File: src/emt_regs.vh
// Purpose: Constants for the external memory bus timing block
// Assumes: APB register map, one aligned 32-bit word per register
// Notes:   Timing fields count whole system clock periods
`ifndef EMT_REGS_VH
`define EMT_REGS_VH
// Register byte offsets
`define EMT_OFF_CONFIG     12'h000
`define EMT_OFF_TIMING     12'h004
`define EMT_OFF_BANK       12'h008
`define EMT_OFF_STATUS     12'h00C
`define EMT_OFF_RDATA      12'h010
// Reset values
`define EMT_CONFIG_RST     5'h00
`define EMT_TIMING_RST     8'hFF
`define EMT_BANK_RST       8'h00
// Timing field positions
`define EMT_SETUP_HI       7
`define EMT_SETUP_LO       6
`define EMT_WIDTH_HI       5
`define EMT_WIDTH_LO       2
`define EMT_HOLD_HI        1
`define EMT_HOLD_LO        0
// Config field positions: mode in [4:2], latch width in [1:0]
`define EMT_MODE_HI        4
`define EMT_MODE_LO        2
`define EMT_ALE_HI         1
`define EMT_ALE_LO         0
// Fixed overhead clocks of an off-chip move
`define EMT_OVERHEAD       3'd4
`endif

File: src/emt_bus.v
// Purpose: External memory bus sequencer with APB registers
// Assumes: One clock at 125 MHz, async active-low reset, external move
//          requests come from core logic on the same clock
// Notes:   One access at a time; busy stays high until the last clock
//
// The implementer's own choices: the address map and the APB register port.
`include "emt_regs.vh"
module emt_bus (
   input  wire        clk,
   input  wire        resetn,
   // APB slave
   input  wire        psel,
   input  wire        penable,
   input  wire        pwrite,
   input  wire [11:0] paddr,
   input  wire [31:0] pwdata,
   output reg  [31:0] prdata,
   output reg         pready,
   output reg         pslverr,
   // Move request from core
   input  wire        req,
   input  wire        req_write,
   input  wire        req_wide,
   input  wire [15:0] req_addr,
   input  wire [7:0]  req_wdata,
   input  wire        upper_group,
   output reg         busy,
   output reg         done,
   output reg  [7:0]  rdata,
   // External bus pins
   output reg  [15:0] addr_out,
   output reg  [15:0] addr_oe,
   output reg  [7:0]  data_out,
   output reg         data_oe,
   input  wire [7:0]  data_in,
   output reg         ale,
   output reg         rd_n,
   output reg         wr_n,
   output reg         low_group_en,
   output reg         high_group_en
);
   localparam [2:0] ST_IDLE  = 3'd0;
   localparam [2:0] ST_ALEH  = 3'd1;
   localparam [2:0] ST_ALEL  = 3'd2;
   localparam [2:0] ST_SETUP = 3'd3;
   localparam [2:0] ST_STRB  = 3'd4;
   localparam [2:0] ST_HOLD  = 3'd5;
   localparam [2:0] ST_TAIL  = 3'd6;

   reg  [4:0]  ext_mem_config_field;
   reg  [7:0]  ext_mem_timing_ctrl;
   reg  [7:0]  ext_mem_bank_page;
   reg  [2:0]  state;
   reg  [2:0]  next_state;
   reg         cnt_load;
   reg  [4:0]  cnt_value;
   wire        cnt_done;
   reg         op_write;
   reg         op_wide;
   reg  [15:0] op_addr;
   reg  [7:0]  op_wdata;
   reg         op_upper;
   reg  [7:0]  din_s1;
   reg  [7:0]  din_s2;

   wire [2:0]  mode      = ext_mem_config_field[`EMT_MODE_HI:`EMT_MODE_LO];
   wire [1:0]  ale_sel   = ext_mem_config_field[`EMT_ALE_HI:`EMT_ALE_LO];
   wire [1:0]  setup_sel = ext_mem_timing_ctrl[`EMT_SETUP_HI:`EMT_SETUP_LO];
   wire [3:0]  width_sel = ext_mem_timing_ctrl[`EMT_WIDTH_HI:`EMT_WIDTH_LO];
   wire [1:0]  hold_sel  = ext_mem_timing_ctrl[`EMT_HOLD_HI:`EMT_HOLD_LO];
   // Mode decode: bit 4 set means separate address and data lines, except mode 100, which turns the bus off
   wire        non_mux   = (mode == 3'b101) || (mode == 3'b110) || (mode == 3'b111);
   wire        mux       = (mode == 3'b001) || (mode == 3'b010) || (mode == 3'b011);
   wire        bank_mode = (mode == 3'b110) || (mode == 3'b010);
   wire        bus_on    = non_mux || mux;
   wire        apb_acc   = psel && penable;
   wire        apb_wr    = apb_acc && pwrite && pready;

   // Register writes; timing register resets to all ones
   always @(posedge clk or negedge resetn) begin
      if (!resetn) begin
         ext_mem_config_field <= `EMT_CONFIG_RST;
         ext_mem_timing_ctrl  <= `EMT_TIMING_RST;
         ext_mem_bank_page    <= `EMT_BANK_RST;
      end else if (apb_wr) begin
         case (paddr)
            `EMT_OFF_CONFIG: ext_mem_config_field <= pwdata[4:0];
            `EMT_OFF_TIMING: ext_mem_timing_ctrl  <= pwdata[7:0];
            `EMT_OFF_BANK:   ext_mem_bank_page    <= pwdata[7:0];
            default: ;
         endcase
      end
   end

   // Zero-wait APB answer; unmapped addresses report an error
   always @(posedge clk or negedge resetn) begin
      if (!resetn) begin
         prdata  <= 32'h0000_0000;
         pready  <= 1'b0;
         pslverr <= 1'b0;
      end else begin
         pready  <= psel && !penable;
         pslverr <= 1'b0;
         prdata  <= 32'h0000_0000;
         if (psel && !penable) begin
            case (paddr)
               `EMT_OFF_CONFIG: prdata <= {27'h0, ext_mem_config_field};
               `EMT_OFF_TIMING: prdata <= {24'h0, ext_mem_timing_ctrl};
               `EMT_OFF_BANK:   prdata <= {24'h0, ext_mem_bank_page};
               `EMT_OFF_STATUS: prdata <= {29'h0, state};
               `EMT_OFF_RDATA:  prdata <= {24'h0, rdata};
               default:         pslverr <= 1'b1;
            endcase
         end
      end
   end

   // Pin data passes two flip-flops before use
   always @(posedge clk or negedge resetn) begin
      if (!resetn) begin
         din_s1 <= 8'h00;
         din_s2 <= 8'h00;
      end else begin
         din_s1 <= data_in;
         din_s2 <= din_s1;
      end
   end

   // Phase sequencing; each phase reloads the shared down counter
   always @* begin
      next_state = state;
      cnt_load   = 1'b0;
      cnt_value  = 5'h00;
      case (state)
         ST_IDLE: begin
            if (req && bus_on) begin
               cnt_load = 1'b1;
               if (mux) begin
                  next_state = ST_ALEH;
                  cnt_value  = {3'b000, ale_sel};
               end else begin
                  next_state = ST_SETUP;
                  cnt_value  = {3'b000, setup_sel};
               end
            end
         end
         ST_ALEH: begin
            if (cnt_done) begin
               next_state = ST_ALEL;
               cnt_load   = 1'b1;
               cnt_value  = {3'b000, ale_sel};
            end
         end
         ST_ALEL: begin
            if (cnt_done) begin
               next_state = ST_SETUP;
               cnt_load   = 1'b1;
               cnt_value  = {3'b000, setup_sel};
            end
         end
         ST_SETUP: begin
            if (cnt_done) begin
               next_state = ST_STRB;
               cnt_load   = 1'b1;
               cnt_value  = {1'b0, width_sel};
            end
         end
         ST_STRB: begin
            if (cnt_done) begin
               next_state = ST_HOLD;
               cnt_load   = 1'b1;
               cnt_value  = {3'b000, hold_sel};
            end
         end
         ST_HOLD: begin
            if (cnt_done) begin
               // Overhead clocks pad the access out to its full length
               next_state = ST_TAIL;
               cnt_load   = 1'b1;
               cnt_value  = {2'b00, `EMT_OVERHEAD} - 5'd4;
            end
         end
         ST_TAIL: begin
            if (cnt_done) begin
               next_state = ST_IDLE;
            end
         end
         default: next_state = ST_IDLE;
      endcase
   end

   emt_counter u_cnt (
      .clk    (clk),
      .resetn (resetn),
      .load   (cnt_load),
      .value  (cnt_value),
      .done   (cnt_done)
   );

   // Setup phase of zero is still one clock of address before the strobe
   // a setting of n gives n+1 clocks; overhead absorbs the extra one

   // Latch request and drive pins from registered state
   always @(posedge clk or negedge resetn) begin
      if (!resetn) begin
         state         <= ST_IDLE;
         op_write      <= 1'b0;
         op_wide       <= 1'b0;
         op_addr       <= 16'h0000;
         op_wdata      <= 8'h00;
         op_upper      <= 1'b0;
         busy          <= 1'b0;
         done          <= 1'b0;
         rdata         <= 8'h00;
         addr_out      <= 16'h0000;
         addr_oe       <= 16'h0000;
         data_out      <= 8'h00;
         data_oe       <= 1'b0;
         ale           <= 1'b0;
         rd_n          <= 1'b1;
         wr_n          <= 1'b1;
         low_group_en  <= 1'b0;
         high_group_en <= 1'b0;
      end else begin
         state <= next_state;
         done  <= 1'b0;
         if (state == ST_IDLE && req && bus_on) begin
            op_write <= req_write;
            op_wide  <= req_wide;
            op_upper <= upper_group;
            op_wdata <= req_wdata;
            // Bank page supplies high byte of 8-bit moves in bank modes
            if (!req_wide && bank_mode)
               op_addr <= {ext_mem_bank_page, req_addr[7:0]};
            else
               op_addr <= req_addr;
         end
         busy          <= (next_state != ST_IDLE);
         // Pins live only while a move is in progress
         low_group_en  <= (next_state != ST_IDLE) && !op_sel_upper(state, op_upper, upper_group);
         high_group_en <= (next_state != ST_IDLE) && op_sel_upper(state, op_upper, upper_group);
         ale           <= (next_state == ST_ALEH);
         rd_n          <= !((next_state == ST_STRB) && !cur_write(state, op_write, req_write));
         wr_n          <= !((next_state == ST_STRB) && cur_write(state, op_write, req_write));
         // Address bus: 8-bit plain moves leave the high byte undriven
         if (next_state != ST_IDLE && next_state != ST_TAIL) begin
            addr_out <= cur_addr(state);
            addr_oe  <= (cur_wide(state) || bank_mode) ? 16'hFFFF : 16'h00FF;
         end else begin
            addr_oe  <= 16'h0000;
         end
         // Multiplexed: low byte carries address during latch phases
         if (mux && (next_state == ST_ALEH || next_state == ST_ALEL)) begin
            data_out <= low_byte(cur_addr(state));
            data_oe  <= 1'b1;
         end else if (cur_write(state, op_write, req_write) &&
                      (next_state == ST_SETUP || next_state == ST_STRB ||
                       next_state == ST_HOLD)) begin
            data_out <= (state == ST_IDLE) ? req_wdata : op_wdata;
            data_oe  <= 1'b1;
         end else begin
            data_oe  <= 1'b0;
         end
         // Read data taken on the last strobe clock; the synchroniser makes the
         // sample two clocks old, so reads need a strobe of three clocks or more
         if (state == ST_STRB && cnt_done && !op_write) begin
            rdata <= din_s2;
         end
         if (state == ST_TAIL && cnt_done) begin
            done <= 1'b1;
         end
      end
   end

   // Request values are used in the launch clock, stored ones afterwards
   function op_sel_upper;
      input [2:0] st;
      input       stored;
      input       live;
      begin
         op_sel_upper = (st == ST_IDLE) ? live : stored;
      end
   endfunction

   function cur_write;
      input [2:0] st;
      input       stored;
      input       live;
      begin
         cur_write = (st == ST_IDLE) ? live : stored;
      end
   endfunction

   function cur_wide;
      input [2:0] st;
      begin
         cur_wide = (st == ST_IDLE) ? req_wide : op_wide;
      end
   endfunction

   function [15:0] cur_addr;
      input [2:0] st;
      begin
         if (st != ST_IDLE)
            cur_addr = op_addr;
         else if (!req_wide && bank_mode)
            cur_addr = {ext_mem_bank_page, req_addr[7:0]};
         else
            cur_addr = req_addr;
      end
   endfunction

   // Low byte of an address for the shared lines in latch phases
   function [7:0] low_byte;
      input [15:0] word;
      begin
         low_byte = word[7:0];
      end
   endfunction
endmodule

File: src/emt_counter.v
// Purpose: Down counter used for every timed phase of a bus access
// Assumes: Load has priority over counting
// Notes:   done is high while the count is zero
module emt_counter (
   input  wire       clk,
   input  wire       resetn,
   input  wire       load,
   input  wire [4:0] value,
   output wire       done
);
   reg [4:0] count;

   // Reload on phase entry, otherwise count toward zero
   always @(posedge clk or negedge resetn) begin
      if (!resetn) begin
         count <= 5'h00;
      end else if (load) begin
         count <= value;
      end else if (count != 5'h00) begin
         count <= count - 5'h01;
      end
   end

   assign done = (count == 5'h00);
endmodule

File: config.mk
export PLATFORM = sky130hd
export DESIGN_NAME = emt_bus
export DESIGN_NICKNAME = d
export VERILOG_FILES = /design/src/emt_bus.v /design/src/emt_counter.v
export VERILOG_INCLUDE_DIRS = /design/src
export SDC_FILE = /design/constraint.sdc
export NUM_CORES = 1
export LEC_CHECK = 0
export ABC_CLOCK_PERIOD_IN_PS = 5800
export BUFFER_PORTS_ARGS = -buffer_cell sky130_fd_sc_hd__buf_2
export CORE_MARGIN = 5
export CORE_UTILIZATION = 55
export CTS_CLUSTER_SIZE = 28
export DETAILED_ROUTE_END_ITERATION = 10
export PLACE_DENSITY = 0.85
export SLEW_MARGIN = 25
export SYNTH_ARGS = -nofsm -noshare
export SYNTH_HDL_FRONTEND = slang
export SYNTH_SLANG_ARGS = --single-unit
File: constraint.sdc
create_clock -name clk -period 5.8 [get_ports clk]
set_input_delay 0.58 -clock clk [delete_from_list [all_inputs] [get_ports clk]]
set_output_delay 0.58 -clock clk [all_outputs]
set_load 0.02 [all_outputs]
Word level (Yosys, flattened, before mapping) --
Cells that the tools add are included.
Storage, ports and cells: register bits after elaboration 162, bits in latches 0, RAM bits 0, memory bits (read-only) 0, bits of input ports 85, output and inout port bits 90, logic and storage cells 136, memories 0
Operators by class: add/sub/neg operators 1, $mul 0, div/mod/pow operators 0, $lt $le $gt $ge 0, equal/unequal tests 22, shifts and indexed selects 0, multiplexer cells 38, bitwise operators 0, reductions and logical operators 48
Operators by type and width (number):
- 16-bit 2-to-1 mux | 4
- 8-bit one-hot mux with 5 select lines | 1
- 8-bit 2-to-1 mux | 4
- 12-bit by 4-bit == test with 1-bit output, second input constant | 2
- 3-bit == test, second input constant | 8
- 3-bit 2-to-1 mux | 7
- 3-bit one-hot mux with 7 select lines | 1
- 4-bit one-hot mux with 5 select lines | 1
- 3-bit by 2-bit == test with 1-bit output, second input constant | 6
- 1-bit logical AND | 18
- 12-bit by 3-bit == test with 1-bit output, second input constant | 1
- 12-bit by 5-bit == test with 1-bit output, second input constant | 1
- 12-bit logical NOT | 1
- 2-bit 2-to-1 mux | 6
- 1-bit logical OR | 10
- 1-bit 2-to-1 mux | 10
- 5-bit 2-to-1 mux | 2
- 5-bit OR reduction | 2
- 3-bit by 1-bit == test with 1-bit output, second input constant | 3
- 1-bit logical NOT | 7
- 2-bit AND reduction | 3
- 3-bit nonzero test | 2
- 5-bit logical NOT | 1
- 5-bit nonzero test | 1
- 6 further kinds | 7

Longest topological paths before layout --
depth in word-level cells 13, depth in mapped cells 9, depth with buffers taken out 7

By module --
Synthesis repeated with hierarchy kept, for this count alone.
Second synthesis, totals: cells, all modules 540, area, all modules 5741.8 µm²
Modules (own cells, without submodules):
- emt_bus | times used 1, cells an instance 513, area an instance 5462.7 µm², seq. area each 2990.4 µm²
- emt_counter | times used 1, cells an instance 27, area an instance 279.0 µm², seq. area each 125.1 µm²

Worst setup path after synthesis --
OpenSTA, ideal clock, no wires.
kind in2reg, from input port paddr[1], to register ext_mem_config_field[0], setup time 0.125 ns, arrival time 2.330 ns, data required time 5.675 ns, slack 3.345 ns, stages 6, path buffers 2, cell sequence or3_4 or4_1 buf_2 or3_1 buf_6 mux2_4
Between the ends: cells in the longest elaborated chain, start to end 2
Ends and longest elaborated chain:
- start: declaration | RTL line emt_bus.v:15 | input wire [11:0] paddr,
- 12-bit logical NOT | RTL line emt_bus.v:86 | case (paddr)
- 2-bit AND reduction (no source line)
- end signal: assignment | RTL line emt_bus.v:82 | ext_mem_config_field <= `EMT_CONFIG_RST;
- end signal: assignment | RTL line emt_bus.v:87 | `EMT_OFF_CONFIG: ext_mem_config_field <= pwdata[4:0];
- end: declaration | RTL line emt_bus.v:50 | reg [4:0] ext_mem_config_field;
Every way passes these cells. A chain may end at the register's enable or synchronous reset.

Final worst setup path --
from register state[1], to register u_cnt.count[1]
Between the ends: cells in the longest elaborated chain, start to end 4, elaborated cells between the ends (all ways) 11, those cells by class 5 x eq/ne; 3 x mux; 3 x reduce/logical
Ends and longest elaborated chain:
- start: declaration | RTL line emt_bus.v:53 | reg [2:0] state;
- start signal: assignment | RTL line emt_bus.v:225 | state <= next_state;
- 3-bit == test (tied with other cells) | RTL line emt_bus.v:134 | case (state)
- 5-bit OR reduction (no source line)
- 1-bit one-hot mux with 2 select lines | RTL line emt_bus.v:134
- 5-bit 2-to-1 mux / 2-bit nonzero test (equally long branches)
- end signal: assignment | RTL line emt_counter.v:18 | count <= value;
- end signal: assignment | RTL line emt_counter.v:20 | count <= count - 5'h01;
- end: declaration | RTL line emt_counter.v:11 | reg [4:0] count;
Several ways; a longest one is shown, not always the timed one.

==> impl.org <==
** Run status
- Status :: finished clean

** Detailed routing
- Average routed wire per standard cell :: 18.4 um
- DR DRC count :: 0
- TritonRoute pass-1 iters :: 6
- After detailed routing, the total wire length is between 10000 and 15000 um.
- The routed layout has 4321 vias.
- In this run the remaining antenna-violating nets after routing total 0.
- Vias per Instance :: between 5 and 6
- The detailed router finished its first iteration with 250 violations.

** Logic synthesis
- The cell area that synthesis handed to floorplanning was between 5000 and 6000 sq um.
- For this run, the number of Yosys warnings is 0.
- Synth Instances :: between 500 and 600
- Sequential elements use a little over half of the synthesized area.
- Summed over all instances, the cell type with the most area after synthesis is dfrtp_1.
- Flip-flop and latch count after synthesis :: ~120
- After synthesis, the largest area contributor takes up 49.8% of total cell area.
- Share of synthesized registers carrying an async set or reset :: 100%
- After synthesis, the netlist uses 52 different library cells.
- Syn avg cell area :: roughly 11 sq um
- By area the synthesized netlist is led by dfrtp_1 (50%), mux2_2 (9.1%), mux2i_1 (6.8%).
- Number of synthesized flops with an enable pin :: 0
- The most used flip-flop cell after synthesis is dfrtp_1.

** Pwr
- Of the total power, the share spent switching nets is 32.8%.
- Worst supply voltage drop on vdd :: 0.000288 V
- Switching power total :: 936 uW
- PnR Total Power :: 2.85 mW
- Clock Power Share :: between 30 and 40%
- Logic pwr share :: between 20% and 30%
- Power spread over the standard cell area amounts to 416 nW/um^2.
- Total internal power :: ~1.9 mW
- Summed over all cells, the static leakage comes to roughly 3.4 nW.
- Per report_power, the sequential group accounts for 38.8% of the total.

** Finish
- In the final layout, the registers with the most flip-flops are addr_out: 16 flops, op_addr: 16 flops.
- Number of filler instances in the final layout :: 716
- Commonest cells after routing, fill and taps aside :: buf_2 (125), dfrtp_1 (114), nand2_1 (58)
- In the final layout, the share of cells above drive strength 1 is 37.6%.
- ANT cells :: 0
- Synth-to-layout area growth :: 19.7%
- The library cell used most frequently in the layout, excluding fill and tap cells, is buf_2.
- At the end of the flow, the number of nets in the layout was 698.

** Placement
- Port buffering added 126 buffers.
- Total half-perimeter wirelength after legalization and detailed placement :: roughly 9400 um
- RePlAce Congestion :: 0.853

** Global routing
- Wire length of the first global-routing pass :: 22500 um
- The global routing stage identified its most utilized layer as met2.
- The number of antenna violations at the first check in global routing was 0.
- Entering global routing, the biggest net connects 83 pins.
- Global routing used under 10% of the available met3 tracks.
- Via count of the first global-routing pass :: ~4600
- All-layer global routing usage :: 22.6%
- Met2 track utilization from global routing :: 39.3%
- Global routing consumed, on the met1 layer, between 20% and 30% of the routing resources.
- For this run the aggregate overflow at the end of global routing stands at 0.

** Clocking
- The clock drives ~120 sinks.
- # hold bufs at CTS :: 0
- In this run the post-CTS setup repair buffer count came out at 0.
- CTS H-tree depth :: 4
- Post-cts repair resize count :: 0
- CTS buffer count :: 17
- Clock tree synthesis selected as its root buffer the cell clkbuf_8.
- The longest clock path from root to sink contains 2 buffers.
- Clock-pin slew was measured on the worst setup and hold paths at 60 ps.
- Clock latency on the worst-skew pair, taken at its later pin, is 520 ps.
- TritonCTS built the clock tree.

** Timing
- Unrepaired setup endpoints after global routing :: no
- Setup Skew :: ~8.5 ps
- Of the available clock period, the critical path in the final layout requires 49.5%.
- Tmin final :: 2870 ps
- For the pin with the worst max-slew slack, the measured transition is 1030 ps.
- Timing would allow up to between 300 and 400 MHz.
- The worst pin sits at a relative slew slack of a little under a third.
- # setup viols final :: 0
- The number of slew-limit violations in the final report was 0.
- Post-route setup TNS :: 0 ps
- Final Hold Violating Endpoints :: 0

** Setup path
- Along the worst path, the maximum fanout reaches 38.
- Type of destination of the critical path :: flip-flop
- For flop-to-flop paths, the worst setup slack is 2930 ps.
- Worst setup path end :: u_cnt.count[1]
- Beginning of the worst register-to-register path :: state[1]
- Data arrival time at the worst-slack endpoint :: 3270 ps
- The worst register-to-register path ends at u_cnt.count[1].
- Required time reported for the critical path endpoint :: 6200 ps
- In this run the worst setup path begins at state[1].
- Setup CP Type :: reg -> reg
- The number of cells on the worst reg-to-reg path is 6.
- STA classifies the critical path startpoint as a flip-flop.

** Floorplanning
- Initial Util :: between 50% and 60%
- The floorplan step defined a die boundary enclosing roughly 13000 sq um.
- The floorplan has 37 rows.
- Height of the die :: around 110 um
- I/O pin total :: 175
- Area of the core region :: 10200 sq um
- The die is approximately 110 um wide.

** Hold path
- The worst hold path belongs to the class in -> async.

** Flow run
- Max_cap viols :: 0
==> worst min path at each step <==
stage | start | end | slack, ps | cells after the start
after floorplan | resetn | addr_oe[14] | 280 | 0
after global placement | din_s1[7] | din_s2[7] | 330 | 0
after detailed placement | din_s1[1] | din_s2[1] | 340 | 0
after CTS | data_in[6] | din_s1[6] | 150 | 1
after global routing | resetn | din_s1[3] | 140 | 1
final | resetn | din_s2[7] | 80 | 1
==> cell families (layout without fill, tap and decap cells) <==
logic type,Yosys count,after routing,share of synthesized area (%)
AOI/OAI and AO/OA,82,82,9.05
adders and majority gates,2,2,0.437
muxes,90,90,17.2
xor gates and xnor gates,3,3,0.459
buffers and inverters,71,167,7.52
and+or+nand+nor,131,131,10.8
DFF,124,124,54.4
other,1,24,0.0655
==> synthesized netlist by cell type (5+ instances only) <==
master	count
dfrtp_1	114
mux2i_1	39
a21oi_1	22
dfstp_2	10
mux2_2	46
a22oi_1	8
o21ai_0	25
inv_1	5
o22a_2	5
nor3_1	7
buf_2	8
nand2_1	58
clkbuf_1	15
mux2_4	5
nor2_1	34
buf_4	39
==> critical path, cell delays in order (launching register included) <==
cell     delay [ps]
dfrtp_1         600
or3_1           870
nor2_2          210
buf_4           430
a21o_1          200
a21oi_1          90
o32a_1          350
==> power groups by stage <==
stage / Clock, mW / Sequential, mW / Combinational (mW)
2_1_floorplan: 0 / 1.17 / 0.439
3_3_place_gp: 0 / 1.11 / 0.667
3_5_place_dp: 0 / 1.12 / 0.694
4_1_cts: 1.05 / 1.11 / 0.704
5_1_grt: 1.09 / 1.13 / 0.764
6_report: 1.04 / 1.11 / 0.703
==> area by class of cell <==
class                   instances  area (sq um)  share of cell area (%)
flip-flops and latches        124          3120                    45.5
multi-input cells             332          2290                    33.4
repair buffers                131           674                    9.84
clock buffers                  24           470                    6.87
well taps                     136           170                    2.48
clock inverters                 7           113                    1.64
inverters                       5          18.8                   0.274
==> routing by layer <==
metal / up-vias / part of all wire, %
met5: - / 0
met4: 0 / 3.0
met3: 40 / 6.9
met2: 216 / 53
met1: 2150 / 37
li1: 1915 / -
==> through the flow <==
step,setup slack [ps],utilization [%],cell area [sq um],hold WS [ps],instances
after floorplan,3350,-,5810,284,527
after global placement,3000,61.1,6250,334,728
after detailed placement,2910,61.2,6260,339,728
after CTS,2940,66.9,6850,148,759
after global routing,2750,67.0,6850,143,759
final,2930,67.0,6850,79.0,759
Power figures use the tool's default switching activity.
